File: src/hdl/aif_pkg.sv
// Purpose: Shared constants and types for the audio input register bank
// Assumes: Byte wide register port, byte offsets as addresses
// Notes: One clock, asynchronous active low reset
package aif_pkg;

  // ********************************************
  // Register addresses
  // ********************************************
  localparam logic [11:0] ADDR_CNT_LO = 12'hb28;
  localparam logic [11:0] ADDR_CNT_HI = 12'hb29;
  localparam logic [11:0] ADDR_FILL = 12'hb2c;
  localparam logic [11:0] ADDR_MAN_B0 = 12'hb30;
  localparam logic [11:0] ADDR_MAN_B1 = 12'hb31;
  localparam logic [11:0] ADDR_MAN_B2 = 12'hb32;
  localparam logic [11:0] ADDR_MAN_B3 = 12'hb33;
  localparam logic [11:0] ADDR_PATH = 12'hb35;
  localparam logic [11:0] ADDR_CAL_MUL = 12'hb36;
  localparam logic [11:0] ADDR_CAL_BIAS = 12'hb37;
  localparam logic [11:0] ADDR_FILT = 12'hb40;
  localparam logic [11:0] ADDR_LVL_L = 12'hb41;
  localparam logic [11:0] ADDR_LVL_R = 12'hb42;
  localparam logic [11:0] ADDR_LIMIT = 12'hb43;

  // ********************************************
  // Reset values and widths
  // ********************************************
  localparam logic [7:0] FILL_RST = 8'h00;
  localparam logic [7:0] MAN_RST = 8'h00;
  localparam logic [7:0] PATH_RST = 8'h09;
  localparam logic [7:0] CAL_RST = 8'h00;
  localparam logic [7:0] FILT_RST = 8'hfb;
  localparam logic [7:0] LVL_RST = 8'h20;
  localparam logic [7:0] LIMIT_RST = 8'h33;
  localparam logic [6:0] GAIN_RST = 7'h00;
  localparam logic [6:0] GAIN_STEP = 7'h01;
  localparam logic [7:0] RD_NONE = 8'h00;
  localparam int NUM_CH = 2;
  localparam int BYTES_PER_WORD = 4;

  // ********************************************
  // Field layouts
  // ********************************************
  typedef struct packed {
    logic [2:0] rsvd;
    logic swap_lr;
    logic trim_bypass;
    logic sign_sel;
    logic ratio_opt;
    logic valid_sel;
  } aif_path_cfg_t;

  typedef struct packed {
    logic dbl_down;
    logic lpf_bypass;
    logic alc_bypass;
    logic hpf_bypass;
    logic [3:0] hpf_adjust;
  } aif_filt_ctl_t;

  typedef struct packed {
    logic auto_mode;
    logic [6:0] val;
  } aif_level_t;

  typedef struct packed {
    logic [15:0] right;
    logic [15:0] left;
  } aif_stereo_t;

  typedef enum logic [0:0] {
    FILL_AUTO = 1'b0,
    FILL_MANUAL = 1'b1
  } aif_fill_t;

endpackage

File: src/hdl/aif_regs.sv
// Purpose: Register bank and small datapath for the audio input path
// Assumes: Every input, register port included, comes from core_clk logic
// Notes: Gain tracking steps by one per request in automatic mode
//
// Contract
// - Third FIFO fill count readable, low/high byte
// - Fill mode bit 0 picks auto or manual
// - Manual word written as four byte registers
// - Path config bit 4 swaps left and right
// - Path config bits 3..0 trim and converter options
// - Filter control bits 3..0 adjust high-pass output
// - Filter control bit 4 bypasses high-pass
// - Filter control bit 5 bypasses level control
// - Filter control bit 6 bypasses low-pass
// - Filter control bit 7 enables double downsampling
// - Level bit 7 selects automatic or manual gain
// - Manual gain taken from level bits 5..0
// - Automatic gain never below level bits 6..0; the code holds it at the limit when the limit is lower
// - Automatic gain never above limit, reset 0x33
//
// Added by the designer: the strobed register port.
`timescale 1ns/100ps
module aif_regs
  import aif_pkg::*;
(
  // Clock and reset
  input wire logic core_clk,
  input wire logic rst_n,
  // Register port
  input wire logic [11:0] reg_addr,
  input wire logic [7:0] reg_wdata,
  input wire logic reg_wr,
  input wire logic reg_rd,
  output logic [7:0] reg_rdata_q,
  // FIFO side
  input wire logic [15:0] fifo2_count,
  input wire logic samp_valid,
  input wire aif_stereo_t samp_in,
  output logic fifo_wr_q,
  output logic [31:0] fifo_wdata_q,
  // Level control requests, one bit per channel
  input wire logic [NUM_CH-1:0] gain_up_req,
  input wire logic [NUM_CH-1:0] gain_dn_req,
  // Configuration and state
  output aif_fill_t fill_mode_q,
  output aif_path_cfg_t path_cfg_q,
  output logic [7:0] cal_mul_q,
  output logic [7:0] cal_bias_q,
  output aif_filt_ctl_t filt_ctl_q,
  output logic [NUM_CH-1:0][6:0] gain_q
);

  // ********************************************
  // Address decode
  // ********************************************
  wire wr_fill = reg_wr && (reg_addr == ADDR_FILL);
  wire wr_path = reg_wr && (reg_addr == ADDR_PATH);
  wire wr_mul = reg_wr && (reg_addr == ADDR_CAL_MUL);
  wire wr_bias = reg_wr && (reg_addr == ADDR_CAL_BIAS);
  wire wr_filt = reg_wr && (reg_addr == ADDR_FILT);
  wire wr_limit = reg_wr && (reg_addr == ADDR_LIMIT);
  wire [11:0] man_base = ADDR_MAN_B0;
  wire [11:0] lvl_base = ADDR_LVL_L;

  logic [BYTES_PER_WORD-1:0] wr_man;
  logic [NUM_CH-1:0] wr_lvl;
  logic [BYTES_PER_WORD-1:0][7:0] man_byte_q;
  aif_level_t [NUM_CH-1:0] level_q;
  logic [6:0] limit_q;

  for (genvar b = 0; b < BYTES_PER_WORD; b++) begin : g_man
    assign wr_man[b] = reg_wr &&
      (reg_addr == man_base + 12'(b));
    always_ff @(posedge core_clk or negedge rst_n) begin
      if (!rst_n) begin
        man_byte_q[b] <= MAN_RST;
      end else if (wr_man[b]) begin
        man_byte_q[b] <= reg_wdata;
      end
    end
  end

  // ********************************************
  // Read path
  // ********************************************
  // Count bytes are read live; software reading both bytes of a
  // moving count may see them from different cycles.
  logic [7:0] rd_sel;
  always_comb begin
    rd_sel = RD_NONE;
    unique case (reg_addr)
      ADDR_CNT_LO: rd_sel = fifo2_count[7:0];
      ADDR_CNT_HI: rd_sel = fifo2_count[15:8];
      ADDR_FILL: rd_sel = {7'h00, fill_mode_q};
      ADDR_PATH: rd_sel = path_cfg_q;
      ADDR_CAL_MUL: rd_sel = cal_mul_q;
      ADDR_CAL_BIAS: rd_sel = cal_bias_q;
      ADDR_FILT: rd_sel = filt_ctl_q;
      ADDR_LVL_L: rd_sel = level_q[0];
      ADDR_LVL_R: rd_sel = level_q[1];
      ADDR_LIMIT: rd_sel = {1'b0, limit_q};
      default: rd_sel = RD_NONE;
    endcase
  end

  always_ff @(posedge core_clk or negedge rst_n) begin
    if (!rst_n) begin
      reg_rdata_q <= RD_NONE;
    end else begin
      reg_rdata_q <= reg_rd ? rd_sel : RD_NONE;
    end
  end

  // ********************************************
  // Configuration registers
  // ********************************************
  always_ff @(posedge core_clk or negedge rst_n) begin
    if (!rst_n) begin
      fill_mode_q <= aif_fill_t'(FILL_RST[0]);
      path_cfg_q <= PATH_RST;
      cal_mul_q <= CAL_RST;
      cal_bias_q <= CAL_RST;
      filt_ctl_q <= FILT_RST;
      limit_q <= LIMIT_RST[6:0];
    end else begin
      if (wr_fill) begin
        fill_mode_q <= aif_fill_t'(reg_wdata[0]);
      end
      if (wr_path) begin
        path_cfg_q <= {3'b000, reg_wdata[4:0]};
      end
      if (wr_mul) begin
        cal_mul_q <= reg_wdata;
      end
      if (wr_bias) begin
        cal_bias_q <= reg_wdata;
      end
      if (wr_filt) begin
        filt_ctl_q <= reg_wdata;
      end
      if (wr_limit) begin
        limit_q <= reg_wdata[6:0];
      end
    end
  end

  // ********************************************
  // FIFO fill source
  // ********************************************
  // Swap acts only on the sampled stream; the manual word enters
  // the FIFO in its written byte order.
  wire swap = path_cfg_q.swap_lr;
  wire [15:0] first_ch = swap ? samp_in.right : samp_in.left;
  wire [15:0] second_ch = swap ? samp_in.left : samp_in.right;
  wire [31:0] auto_word = {second_ch, first_ch};
  wire [31:0] man_word = {reg_wdata, man_byte_q[2],
                          man_byte_q[1], man_byte_q[0]};
  wire man_sel = (fill_mode_q == FILL_MANUAL);
  wire man_push = man_sel && wr_man[BYTES_PER_WORD-1];
  wire auto_push = !man_sel && samp_valid;
  wire fifo_push = man_push || auto_push;
  wire [31:0] push_word = man_sel ? man_word : auto_word;

  always_ff @(posedge core_clk or negedge rst_n) begin
    if (!rst_n) begin
      fifo_wr_q <= 1'b0;
      fifo_wdata_q <= 32'h0000_0000;
    end else begin
      fifo_wr_q <= fifo_push;
      if (fifo_push) begin
        fifo_wdata_q <= push_word;
      end
    end
  end

  // ********************************************
  // Per channel level and gain
  // ********************************************
  // When the floor is set above the ceiling the ceiling wins, so
  // the amplifier is never driven past its limit in automatic mode.
  for (genvar c = 0; c < NUM_CH; c++) begin : g_ch
    wire [6:0] gmin = level_q[c].val;
    wire [6:0] cur = gain_q[c];
    wire up = gain_up_req[c] && !gain_dn_req[c];
    wire dn = gain_dn_req[c] && !gain_up_req[c];
    wire [6:0] stepped = (up && cur < limit_q) ? cur + GAIN_STEP :
                         (dn && cur > gmin) ? cur - GAIN_STEP : cur;
    wire [6:0] floored = (stepped < gmin) ? gmin : stepped;
    wire [6:0] ceiled = (floored > limit_q) ? limit_q
                        : floored;
    wire [6:0] manual_gain = {1'b0, level_q[c].val[5:0]};
    wire [6:0] gain_d = level_q[c].auto_mode ? ceiled
                        : manual_gain;

    assign wr_lvl[c] = reg_wr && (reg_addr == lvl_base + 12'(c));

    always_ff @(posedge core_clk or negedge rst_n) begin
      if (!rst_n) begin
        level_q[c] <= LVL_RST;
        gain_q[c] <= GAIN_RST;
      end else begin
        if (wr_lvl[c]) begin
          level_q[c] <= reg_wdata;
        end
        gain_q[c] <= gain_d;
      end
    end

    // Helper: level and limit held steady into the next cycle
    wire steady = !wr_lvl[c] && !wr_limit;

  end
endmodule

File: config.mk
export PLATFORM = sky130hd
export DESIGN_NAME = aif_regs
export DESIGN_NICKNAME = d
export VERILOG_FILES = /design/src/hdl/aif_pkg.sv /design/src/hdl/aif_regs.sv
export SDC_FILE = /design/constraint.sdc
export NUM_CORES = 1
export LEC_CHECK = 0
export ABC_CLOCK_PERIOD_IN_PS = 8440
export BUFFER_PORTS_ARGS = -buffer_cell sky130_fd_sc_hd__buf_2
export CAP_MARGIN = 20
export CORE_ASPECT_RATIO = 2
export CORE_UTILIZATION = 29
export DETAILED_ROUTE_END_ITERATION = 8
export MAX_ROUTING_LAYER = met4
export SLEW_MARGIN = 25
export SYNTH_ARGS = -nofsm -noshare
export SYNTH_HDL_FRONTEND = slang
export SYNTH_SLANG_ARGS = --single-unit
File: constraint.sdc
create_clock -name core_clk -period 8.44 [get_ports core_clk]
set_clock_uncertainty 0.1 [all_clocks]
set_input_delay 0.844 -clock core_clk [delete_from_list [all_inputs] [get_ports core_clk]]
set_output_delay 0.844 -clock core_clk [all_outputs]
set_load 0.01 [all_outputs]
==> results of run 1 <==
[flip-flops by register name (all words and copies together) (netlist names), 2 cells and up]
signal,count
g_ch.gmin,14
fifo_wdata_q,32
filt_ctl_q,8
reg_rdata_q,8
level_q,2
cal_mul_q,8
g_ch.cur,14
limit_q,7
man_byte_q,24
path_cfg_q,4
cal_bias_q,8
[metrics by stage]
step | setup slack (ns) | power, mW | hold slack (ns)
floorplan | 2.99 | 0.753 | 0.380
global route | 1.85 | 1.67 | 0.408
CTS | 1.97 | 1.63 | 0.383
finish | 2.26 | 1.61 | 0.353
detailed placement | 1.98 | 0.838 | 0.370
global placement | 1.94 | 0.835 | 0.359
[layer usage]
layer  part of all wire [%]  vias up
met4                    5.4        0
met2                     56      241
li1                       -     3350
met5                      0        -
met3                    3.8       83
met1                     35     3525
[path summary, 6_finish.rpt]
path / start / to / slack, ns
setup reg to reg: limit_q[4] / g_ch[0].cur[0] / 2.26
hold reg to reg: fifo_wdata_q[18] / fifo_wdata_q[18] / 0.37
min in group core_clk: fifo_wdata_q[18] / fifo_wdata_q[18] / 0.37
setup / recovery: limit_q[4] / g_ch[0].cur[0] / 2.26
max in group asynchronous: rst_n / fill_mode_q / 6.60
hold / removal: rst_n / g_ch[1].cur[3] / 0.35
[area by class of cell]
class                   instances  area (sq um)
well taps                     356           445
fillers                      2894         18100
multi-input cells             626          4640
flip-flops and latches        132          3320
clock inverters                10           143
clock buffers                  22           484
repair buffers                167           857
inverters                      33           124
[critical path, delay by kind of cell (launching register included)]
kind / cells / cell delay (ns)
flops: 1 / 0.56
buf+inv: 1 / 0.11
compound gates: 12 / 2.89
simple gates: 4 / 1.17
xor+xnor: 1 / 0.26
fa+ha+maj: 3 / 0.94
[kinds of logic (layout without fill, tap and decap cells)]
| group | Yosys count | in the layout |
|---|---|---|
| AND/OR/NAND/NOR | 220 | 220 |
| AO/OA/AOI/OAI | 215 | 215 |
| flip-flops | 132 | 132 |
| multiplexers | 121 | 121 |
| buffers and inverters | 79 | 232 |
| adder cells (fa/ha/maj) | 56 | 56 |
| XOR/XNOR | 11 | 11 |
| other | 1 | 3 |
[cell usage in the layout (no fill, tap or decap), types with 6 or more instances in the layout]
cell	count
ha_1	56
dfstp_2	15
xnor2_1	7
a222oi_1	11
buf_2	160
nand4_1	13
inv_1	32
nor2b_1	11
buf_4	6
o21ai_0	60
mux2i_1	42
a21oi_1	66
mux2_2	79
a211oi_1	6
o311ai_0	6
nor3_1	10
a21o_1	12
and3_1	7
clkbuf_16	17
dfrtp_1	115
nand2_1	72
a2bb2oi_1	12
nor2_1	55
o22ai_1	6
nand3_1	12
[power by group]
| part | switching [mW] | total, mW | internal (mW) |
|---|---|---|---|
| combinational | 0.105 | 0.163 | 0.0577 |
| clock | 0.286 | 0.784 | 0.497 |
| sequential | 0.0117 | 0.661 | 0.650 |
| total | 0.403 | 1.61 | 1.20 |
==> results.md, run 1 <==
* Status: completed
* Initial antenna violation count at 0
* Async set-reset flop share out of synthesis at 100%
* Vias per cell at 5.35
* Area after DPL at 9390 sq um
* VDD IR-drop max at 134 uV
* Post-Synth Adder-Cell Area at 8.49%
* Worst path slowest cell: dfstp_2
* CP Cell Sequence: inv_1 -> ha_1 -> a211oi_1 -> o21ai_0 -> a21o_1 -> o22a_1 -> xnor2_1 -> ha_1 -> a21o_1 -> a21oi_1 -> and3_1 -> o2111ai_1 -> and3_1 -> o21ai_0 -> ha_1 -> and4_1 -> o21a_1 -> o31ai_2 -> nand4_1 -> o22ai_1 -> a2bb2oi_1
* Pwr dens at 160 nW/um^2
* Final slew viol count at 0
* Fraction of layout cells with a size suffix above 1 at 31.8%
* Most common cell in the netlist: dfrtp_1
* Synth top cells by count: dfrtp_1, mux2_2, nand2_1
* EDFF count, synth at 0
* Area growth from synthesis to layout at 21.4%
* Std-Cell Core Area at 28100 sq um
* Worst Max-Slew Pin Slew at 0.993 ns
* Crit path max fanout at 11
* DRC viols at 0
* Max Cap Viol at 0
* Die ar. at 29200 sq um
* Final Instance Count excl. Fillers at 1346
* Global route overflow at 0
* Ys flop type: dfrtp_1
* WL/cell at 20.6 microns
* Met2 Track Usage GR at 37.0%
* Min-Delay Path Class: in2async
* Nature of the critical path endpoint: flip-flop
* Ports at 165
* Largest net degree at the start of global routing at 85
* CTS tree: done
* Final Hold Fails at 0
* Port-buffer cells at 161
* Synthesized flop and latch total at 132
* Bufs on Longest Clock Path at 2
* Compound-cell area share of the yosys netlist at 16.6%
* First-pass GRT wire length at 42.1 mm
* Static leakage at 4.85 nW
* Register area share after synthesis at 40.3%
* Most area-hungry cell type in the Yosys netlist: dfrtp_1
* DP HPWL at 21.2 mm
* DR vias at 7199
* Mapped Cells at 835
* Grt met1 use at 19.5%
* Req. time, crit path at 8.63 ns
* # resized after CTS at 0
* Nets at 1110
* Crit share post-route at 73.2%
* Setup Buffers After CTS at 0
* RD Place Congestion at 0.896
* TritonCTS Buffers at 17
* H-tree depth at 4
* Max-slew headroom at 33.8%
* Die width at 121 microns
* Drt first-iter violations at 364
* Ranking of synthesized cells by area: dfrtp_1, mux2_2, ha_1
* Final min period at 6.18 ns
* Mux cell area share after synthesis at 15.9%
* Syn. warnings at 0
* Reg2reg path depth at 21
* Slowest Stage Delay on Critical Path at 0.56 ns
* RSZ-0062 raised after global routing: false
* Root buffer cell: clkbuf_16
* Netlist cell types at 68
* TNS Setup at 0 ns
* DRT antenna net count at 0
* First-pass DRT Iterations at 6
* Total Routing Usage GR at 20.2%
* Initial Util at 29.4%
* Crit path top cell by count: ha_1
* Setup Viol. Count Final at 0
* Detailed Route WL at 27.7 mm
* Largest family of logic cells by synthesized area: compound AO/OA/AOI/OAI gates
* Element type at the critical path start: flip-flop
* Num Clock Sinks at 132
* CP Class: reg2reg
* Final Util at 35.7%
* Area fraction of the dominant cell type after synthesis at 35.5%
* Vias in the first global route at 7452
* Critical Path AT at 6.36 ns
* Clock-pin transition on the worst setup and hold timing paths at 0.06 ns
* GR Util met3 at 2.76%
* Syn_area_per_cell at 9.88 sq um
* FP Rows at 87
* Cell area after layout at 10000 sq um
* Fmax at 0.162 GHz
* Simple-Gate Fraction of Synth Area at 13.6%
* Busiest grt layer: met2
* Xor and xnor area share after synthesis at 1.17%
* Die height at 241 microns
* Post-Syn Area at 8250 sq um
* Cts hold-fix bufs at 0
* Clk_lat worst skew at 0.43 ns
* Ant diodes at 0
* Placed cell count at 1314
Power figures use the tool's default switching activity.
==> run 2: changes to the inputs <==
- ABC_CLOCK_PERIOD_IN_PS: 8440 -> 5630
- clock period: 8.44 -> 5.63 ns (I/O delays scaled with it)
==> run 2 against run 1 <==
  * Sequential share of layout area decreased by 1.8 points
  * Fmax increased by 15%
  * Hold slack got worse by 0.28 ns
  * Design area increased by 5.9%
==> results.md, run 2 (synthesized netlist as in run 1, its figures left out) <==
* Status: completed
* Area growth from synthesis to layout at 28.5%
* DRT antenna net count at 0 (unchanged)
* Pint at 1.91 mW (+58%)
* Total Routing Usage GR at 20.8% (+0.61 points)
* First-pass DRT Iterations at 5 (-1)
* Worst Max-Slew Pin Slew at 0.956 ns (-0.0372 ns)
* DP HPWL at 22.4 mm (+5.8%)
* Register area at 3320 sq um (unchanged)
* Slowest Stage Delay on Critical Path at 0.53 ns (-0.03 ns)
* Critical Path AT at 5.57 ns (-0.79 ns)
* Setup Viol. Count Final at 0 (unchanged)
* Combinational Power Share at 10.9% (+0.8 points)
* Initial Util at 29.4% (unchanged)
* WL/cell at 20.5 microns (-0.27%)
* Min-Delay Path Class: in2async
* FP Rows at 87 (unchanged)
* TritonCTS Buffers at 17 (unchanged)
* Detailed Route WL at 28.8 mm (+4.0%)
* Die ar. at 29200 sq um (unchanged)
* Ports at 165 (unchanged)
* Die height at 241 microns (unchanged)
* Global route overflow at 0 (unchanged)
* Bufs on Longest Clock Path at 2 (unchanged)
* Final slew viol count at 0 (unchanged)
* H-tree depth at 4 (unchanged)
* Largest Register: fifo_wdata_q
* Root buffer cell: clkbuf_16
* Grt met1 use at 19.5% (+0.024 points)
* RSZ-0062 raised after global routing: false
* R2R Setup Slk at 0.25 ns (-2.01 ns)
* Die width at 121 microns (unchanged)
* Crit-path leading delay family: compound AO/OA/AOI/OAI gates
* Most common cell after layout, fill and taps aside: buf_2
* Port-buffer cells at 161 (unchanged)
* CP Cell Sequence: inv_1 -> ha_1 -> nand4_1 -> a21o_1 -> a2111o_1 -> o22a_1 -> xnor2_2 -> ha_1 -> a21o_1 -> a21oi_2 -> and3_4 -> nand4_1 -> and3_4 -> buf_4 -> o21ai_0 -> ha_1 -> a21o_1 -> a21oi_1 -> nor2b_1 -> o31ai_4 -> nand4_1 -> buf_4 -> o22ai_1 -> a2bb2oi_1
* Crit share post-route at 95.5% (+22 points)
* Pwr dens at 238 nW/um^2 (+49%)
* Vias in the first global route at 7598 (+2.0%)
* Ant diodes at 0 (unchanged)
* Filler cell count at 2879 (-0.52%)
* Seq pwr share at 39.1% (-2.0 points)
* Final hold slack at 0.0721 ns (-0.281 ns)
* Clock-pin transition on the worst setup and hold timing paths at 0.06 ns (about the same)
* Largest net degree at the start of global routing at 81 (-4.7%)
* CTS tree: done
* Crit path max fanout at 6 (-5)
* Reg2reg path depth at 24 (+14%)
* Max Cap Viol at 0 (unchanged)
* Req. time, crit path at 5.82 ns (-2.81 ns)
* RD Place Congestion at 0.916 (+2.2%)
* Fraction of layout cells with a size suffix above 1 at 37.2% (+5.3 points)
* Static leakage at 5.20 nW (+7.1%)
* Busiest grt layer: met2
* Area after DPL at 9800 sq um (+4.4%)
* VDD IR-drop max at 208 uV (+55%)
* Vias per cell at 5.28 (-1.4%)
* DRC viols at 0 (unchanged)
* Top flop regs: fifo_wdata_q: 32 flops, man_byte_q: 24 flops
* Nets at 1167 (+5.1%)
* Reg2reg end: g_ch[0].cur[0]
* Element type at the critical path start: flip-flop
* Switching Fraction at 24.6% (-0.45 points)
* Area occupied by multi-input gates at 4750 sq um (+2.3%)
* GR Util met3 at 3.26% (+0.50 points)
* Max-slew headroom at 36.3% (+2.5 points)
* Buf/Inv on CP at 3 (+2)
* Final Hold Fails at 0 (unchanged)
* Nature of the critical path endpoint: flip-flop
* Drt first-iter violations at 348 (-4.4%)
* Commonest non-fill, non-tap cells in the layout: buf_2, dfrtp_1, mux2_2
* Met2 Track Usage GR at 38.7% (+1.6 points)
* Largest register FFs at 32 (unchanged)
* Clock power frac at 49.9% (+1.1 points)
* Clk_lat worst skew at 0.43 ns (about the same)
* Num Clock Sinks at 132 (unchanged)
* DR vias at 7401 (+2.8%)
* Cell area after layout at 10600 sq um (+5.9%)
* First-pass GRT wire length at 43.2 mm (+2.5%)
* Worst path slowest cell: dfstp_2
* Std-Cell Core Area at 28100 sq um (unchanged)
* Fmax at 0.186 GHz (+15%)
* Final Util at 37.8% (+2.1 points)
* Initial antenna violation count at 0 (unchanged)
* Switch Pwr at 622 uW (+54%)
* RR Startpoint: g_ch[0].gmin[5]
* CP Class: reg2reg
* Final min period at 5.38 ns (-0.798 ns)
run 2: power by group through the flow:
stage	registers, mW	clock network (mW)	logic, mW
detailed placement	1.01	0	0.265
global route	0.992	1.31	0.304
floorplan	1.01	0	0.115
CTS	0.990	1.28	0.267
finish	0.990	1.26	0.276
global placement	1.01	0	0.262
run 2: metrics by stage:
stage | TNS, ns | instances | setup WS (ns) | total power [mW]
after floorplan | 0 | 837 | 0.179 | 1.13
after global placement | -0.530 | 1367 | -0.0917 | 1.27
after detailed placement | -0.738 | 1367 | -0.135 | 1.27
after CTS | 0 | 1399 | 0.0493 | 2.54
after global routing | 0 | 1403 | 0.00375 | 2.61
final | 0 | 1403 | 0.252 | 2.53
run 2: what timing repair did:
action,CTS,global route
buffers inserted,0,4
hold buffers,0,0
resized for setup,6,22
setup endpoints to repair,6,13
pin swaps,0,10
gates cloned,0,0
run 2: worst max-delay path by stage:
| stage | depth (start not counted) | from | slack (ns) | end |
|---|---|---|---|---|
| floorplan | 24 | g_ch[0].gmin[5] | 0.18 | g_ch[0].cur[0] |
| finish | 24 | g_ch[0].gmin[5] | 0.25 | g_ch[0].cur[0] |
| CTS | 24 | limit_q[4] | 0.05 | g_ch[0].cur[0] |
| global placement | 23 | limit_q[4] | -0.09 | g_ch[0].cur[1] |
| global route | 25 | g_ch[0].gmin[5] | 0.004 | g_ch[0].cur[0] |
| detailed placement | 23 | limit_q[4] | -0.14 | g_ch[0].cur[4] |
run 2: metal layers:
metal,routed length (microns),vias up
li1,-,3464
met1,9770,3596
met2,16200,239
met3,1120,102
met4,1730,0
met5,0,-
run 2: cell type report:
type | count | share of cell area, %
Clock buffer | 21 | 4.44
Inverter | 33 | 1.17
Tap cell | 356 | 4.20
Sequential cell | 132 | 31.3
Multi-Input combinational cell | 626 | 44.7
Clock inverter | 11 | 1.86
Timing Repair Buffer | 224 | 12.2
==> run 3: changes to the inputs <==
==> constraint.sdc (replaced) <==
create_clock -name core_clk -period 5.63 [get_ports core_clk]
set_clock_uncertainty 0.1 [all_clocks]
set_input_delay 0.2815 -clock core_clk [delete_from_list [all_inputs] [get_ports core_clk]]
set_output_delay 0.2815 -clock core_clk [all_outputs]
set_load 0.01 [all_outputs]
==> run 3 against run 2 <==
  * Global-route usage is essentially flat
  * Worst setup slack gained 0.0011 ns
  * Fmax is essentially flat
  * Clock power is essentially flat
  * Power is essentially flat
  * Routed wire length is essentially flat
  * Largest power group unchanged
  * Highest routed layer unchanged
==> results.md, run 3 (synthesized netlist as in run 1, its figures left out) <==
* Most common cell after layout, fill and taps aside: buf_2
* DR vias at 7425 (+0.32%)
* RSZ-0062 raised after global routing: false
* CTS tree: done
* Status: completed
* Crit path max fanout at 6 (unchanged)
* Initial antenna violation count at 0 (unchanged)
* Hold depth at 3
* Std-Cell Core Area at 28100 sq um (unchanged)
* DRC viols at 0 (unchanged)
* Detailed Route WL at 28.8 mm (about the same)
* Critical Path AT at 5.56 ns (about the same)
* Largest Register: fifo_wdata_q
* DRT antenna net count at 0 (unchanged)
* Root buffer cell: clkbuf_16
* Final slew viol count at 0 (unchanged)
* Final Hold Fails at 0 (unchanged)
* Req. time, crit path at 5.82 ns (about the same)
* Final Instance Count excl. Fillers at 1405 (+0.14%)
* Element type at the critical path start: flip-flop
* Max Cap Viol at 0 (unchanged)
* H-tree depth at 4 (unchanged)
* Clk_lat worst skew at 0.43 ns (about the same)
* Total Routing Usage GR at 20.8% (about the same)
* RD Place Congestion at 0.916 (unchanged)
* Final hold slack at 0.150 ns (+0.0774 ns)
* Worst Hold End: limit_q[4]
* Global route overflow at 0 (unchanged)
* Vias in the first global route at 7601 (+0.039%)
* Reg2reg end: g_ch[0].cur[0]
* CP Class: reg2reg
* Port-buffer cells at 161 (unchanged)
* Static leakage at 5.20 nW (about the same)
* TritonCTS Buffers at 17 (unchanged)
* Vias per cell at 5.28 (+0.18%)
* Fin worst setup slack at 0.253 ns (+0.00106 ns)
* Crit share post-route at 95.5% (about the same)
* Crit-path leading delay family: compound AO/OA/AOI/OAI gates
* Worst Max-Slew Pin Slew at 0.957 ns (+0.000448 ns)
* Clock-pin transition on the worst setup and hold timing paths at 0.06 ns (about the same)
* Fmax at 0.186 GHz (about the same)
* HP Start: reg_wdata[4]
* Slowest Stage Delay on Critical Path at 0.53 ns (about the same)
* Largest register FFs at 32 (unchanged)
* Buf/Inv on CP at 3 (unchanged)
* FP Rows at 87 (unchanged)
* Ports at 165 (unchanged)
* Top flop regs: fifo_wdata_q: 32 flops, man_byte_q: 24 flops
* First-pass DRT Iterations at 5 (unchanged)
* Setup crit start: g_ch[0].gmin[5]
* Pwr dens at 238 nW/um^2 (about the same)
* Die width at 121 microns (unchanged)
* Setup Viol. Count Final at 0 (unchanged)
* Reg2reg path depth at 24 (unchanged)
* Setup WS pre-CTS at -0.135 ns (unchanged)
* R2R Setup Slk at 0.25 ns (about the same)
* Bufs on Longest Clock Path at 2 (unchanged)
* RR Startpoint: g_ch[0].gmin[5]
* Initial Util at 29.4% (unchanged)
* Drt first-iter violations at 340 (-2.3%)
* TNS Setup at 0 ns (unchanged)
* VDD IR-drop max at 209 uV (+0.26%)
* Largest net degree at the start of global routing at 81 (unchanged)
* Worst path slowest cell: dfstp_2
* Num Clock Sinks at 132 (unchanged)
* Nets at 1168 (+0.086%)
* Area growth from synthesis to layout at 28.7%
* CP Cell Sequence: inv_1 -> ha_1 -> nand4_1 -> a21o_1 -> a2111o_1 -> o22a_1 -> xnor2_2 -> ha_1 -> a21o_1 -> a21oi_2 -> and3_4 -> nand4_1 -> and3_4 -> buf_4 -> o21ai_0 -> ha_1 -> a21o_1 -> a21oi_1 -> nor2b_1 -> o31ai_4 -> nand4_1 -> buf_4 -> o22ai_1 -> a2bb2oi_1
* Min-Delay Path Class: in2reg
* Die height at 241 microns (unchanged)
* WL/cell at 20.5 microns (-0.19%)
* DP HPWL at 22.4 mm (unchanged)
* Fraction of layout cells with a size suffix above 1 at 37.1% (about the same)
* First-pass GRT wire length at 43.2 mm (about the same)
* Nature of the critical path endpoint: flip-flop
* Die ar. at 29200 sq um (unchanged)
* Final min period at 5.38 ns (-0.00106 ns)
* Commonest non-fill, non-tap cells in the layout: buf_2, dfrtp_1, mux2_2
* Max-slew headroom at 36.2% (about the same)
* Placed cell count at 1367 (unchanged)
-- run 3: changes by cell type in the layout (fill, tap and decap cells not counted), sizes merged --
| cell | before | now |
|---|---|---|
| diode | 0 | 1 |
| dlygate4sd3 | 0 | 1 |
-- run 3: area by class of cell --
cell class                 count  area [sq um]
fill                        2878         17500
inverter                      33           124
multi-input combinational    626          4750
sequential                   132          3320
timing repair buffer         225          1310
antenna                        1          2.50
clock inverter                11           198
tap                          356           445
clock buffer                  21           470
-- run 3: worst reg2reg max path, cell delays in order, from the launching register on --
cell,delay (ns)
dfstp_2,0.53
inv_1,0.09
ha_1,0.31
nand4_1,0.13
a21o_1,0.21
a2111o_1,0.48
o22a_1,0.25
xnor2_2,0.16
ha_1,0.33
a21o_1,0.20
a21oi_2,0.18
and3_4,0.24
nand4_1,0.16
and3_4,0.23
buf_4,0.15
o21ai_0,0.16
ha_1,0.26
a21o_1,0.15
a21oi_1,0.13
nor2b_1,0.09
o31ai_4,0.18
nand4_1,0.11
buf_4,0.18
o22ai_1,0.15
a2bb2oi_1,0.08
-- run 3: power by group --
group | switching, mW | internal (mW)
sequential | 0.0158 | 0.974
clock | 0.437 | 0.825
combinational | 0.170 | 0.107
-- run 3: timing repair --
action                                 CTS  global route
endpoints found under the hold margin   66             0
hold buffers                             1             0
gates resized for setup                  6            22
setup endpoints to repair                6            13
pin swaps                                0            10
setup buffers                            0             4
-- run 3: worst max path at each step --
stage / end / slack (ns) / cells after the start
5_1_grt: g_ch[0].cur[0] / 0.004 / 25
2_1_floorplan: g_ch[0].cur[0] / 0.18 / 24
4_1_cts: g_ch[0].cur[0] / 0.05 / 24
6_report: g_ch[0].cur[0] / 0.25 / 24
3_5_place_dp: g_ch[0].cur[4] / -0.14 / 23
3_3_place_gp: g_ch[0].cur[1] / -0.09 / 23
-- run 3: per-stage QoR --
step / power, mW / utilization [%] / instance area, sq um
3_5_place_dp: 1.27 / 34.9 / 9800
5_1_grt: 2.61 / 37.8 / 10600
4_1_cts: 2.54 / 37.4 / 10500
6_report: 2.53 / 37.8 / 10600
3_3_place_gp: 1.27 / 34.9 / 9790
2_1_floorplan: 1.13 / - / 8260
-- run 3: metal layers --
layer  vias to the layer above  global-route usage (%)  wire [microns]
li1                       3471                       -               -
met3                       100                    3.26            1080
met2                       243                    38.7           16200
met5                         -                       -               0
met1                      3611                    19.6            9770
met4                         0                    12.7            1700
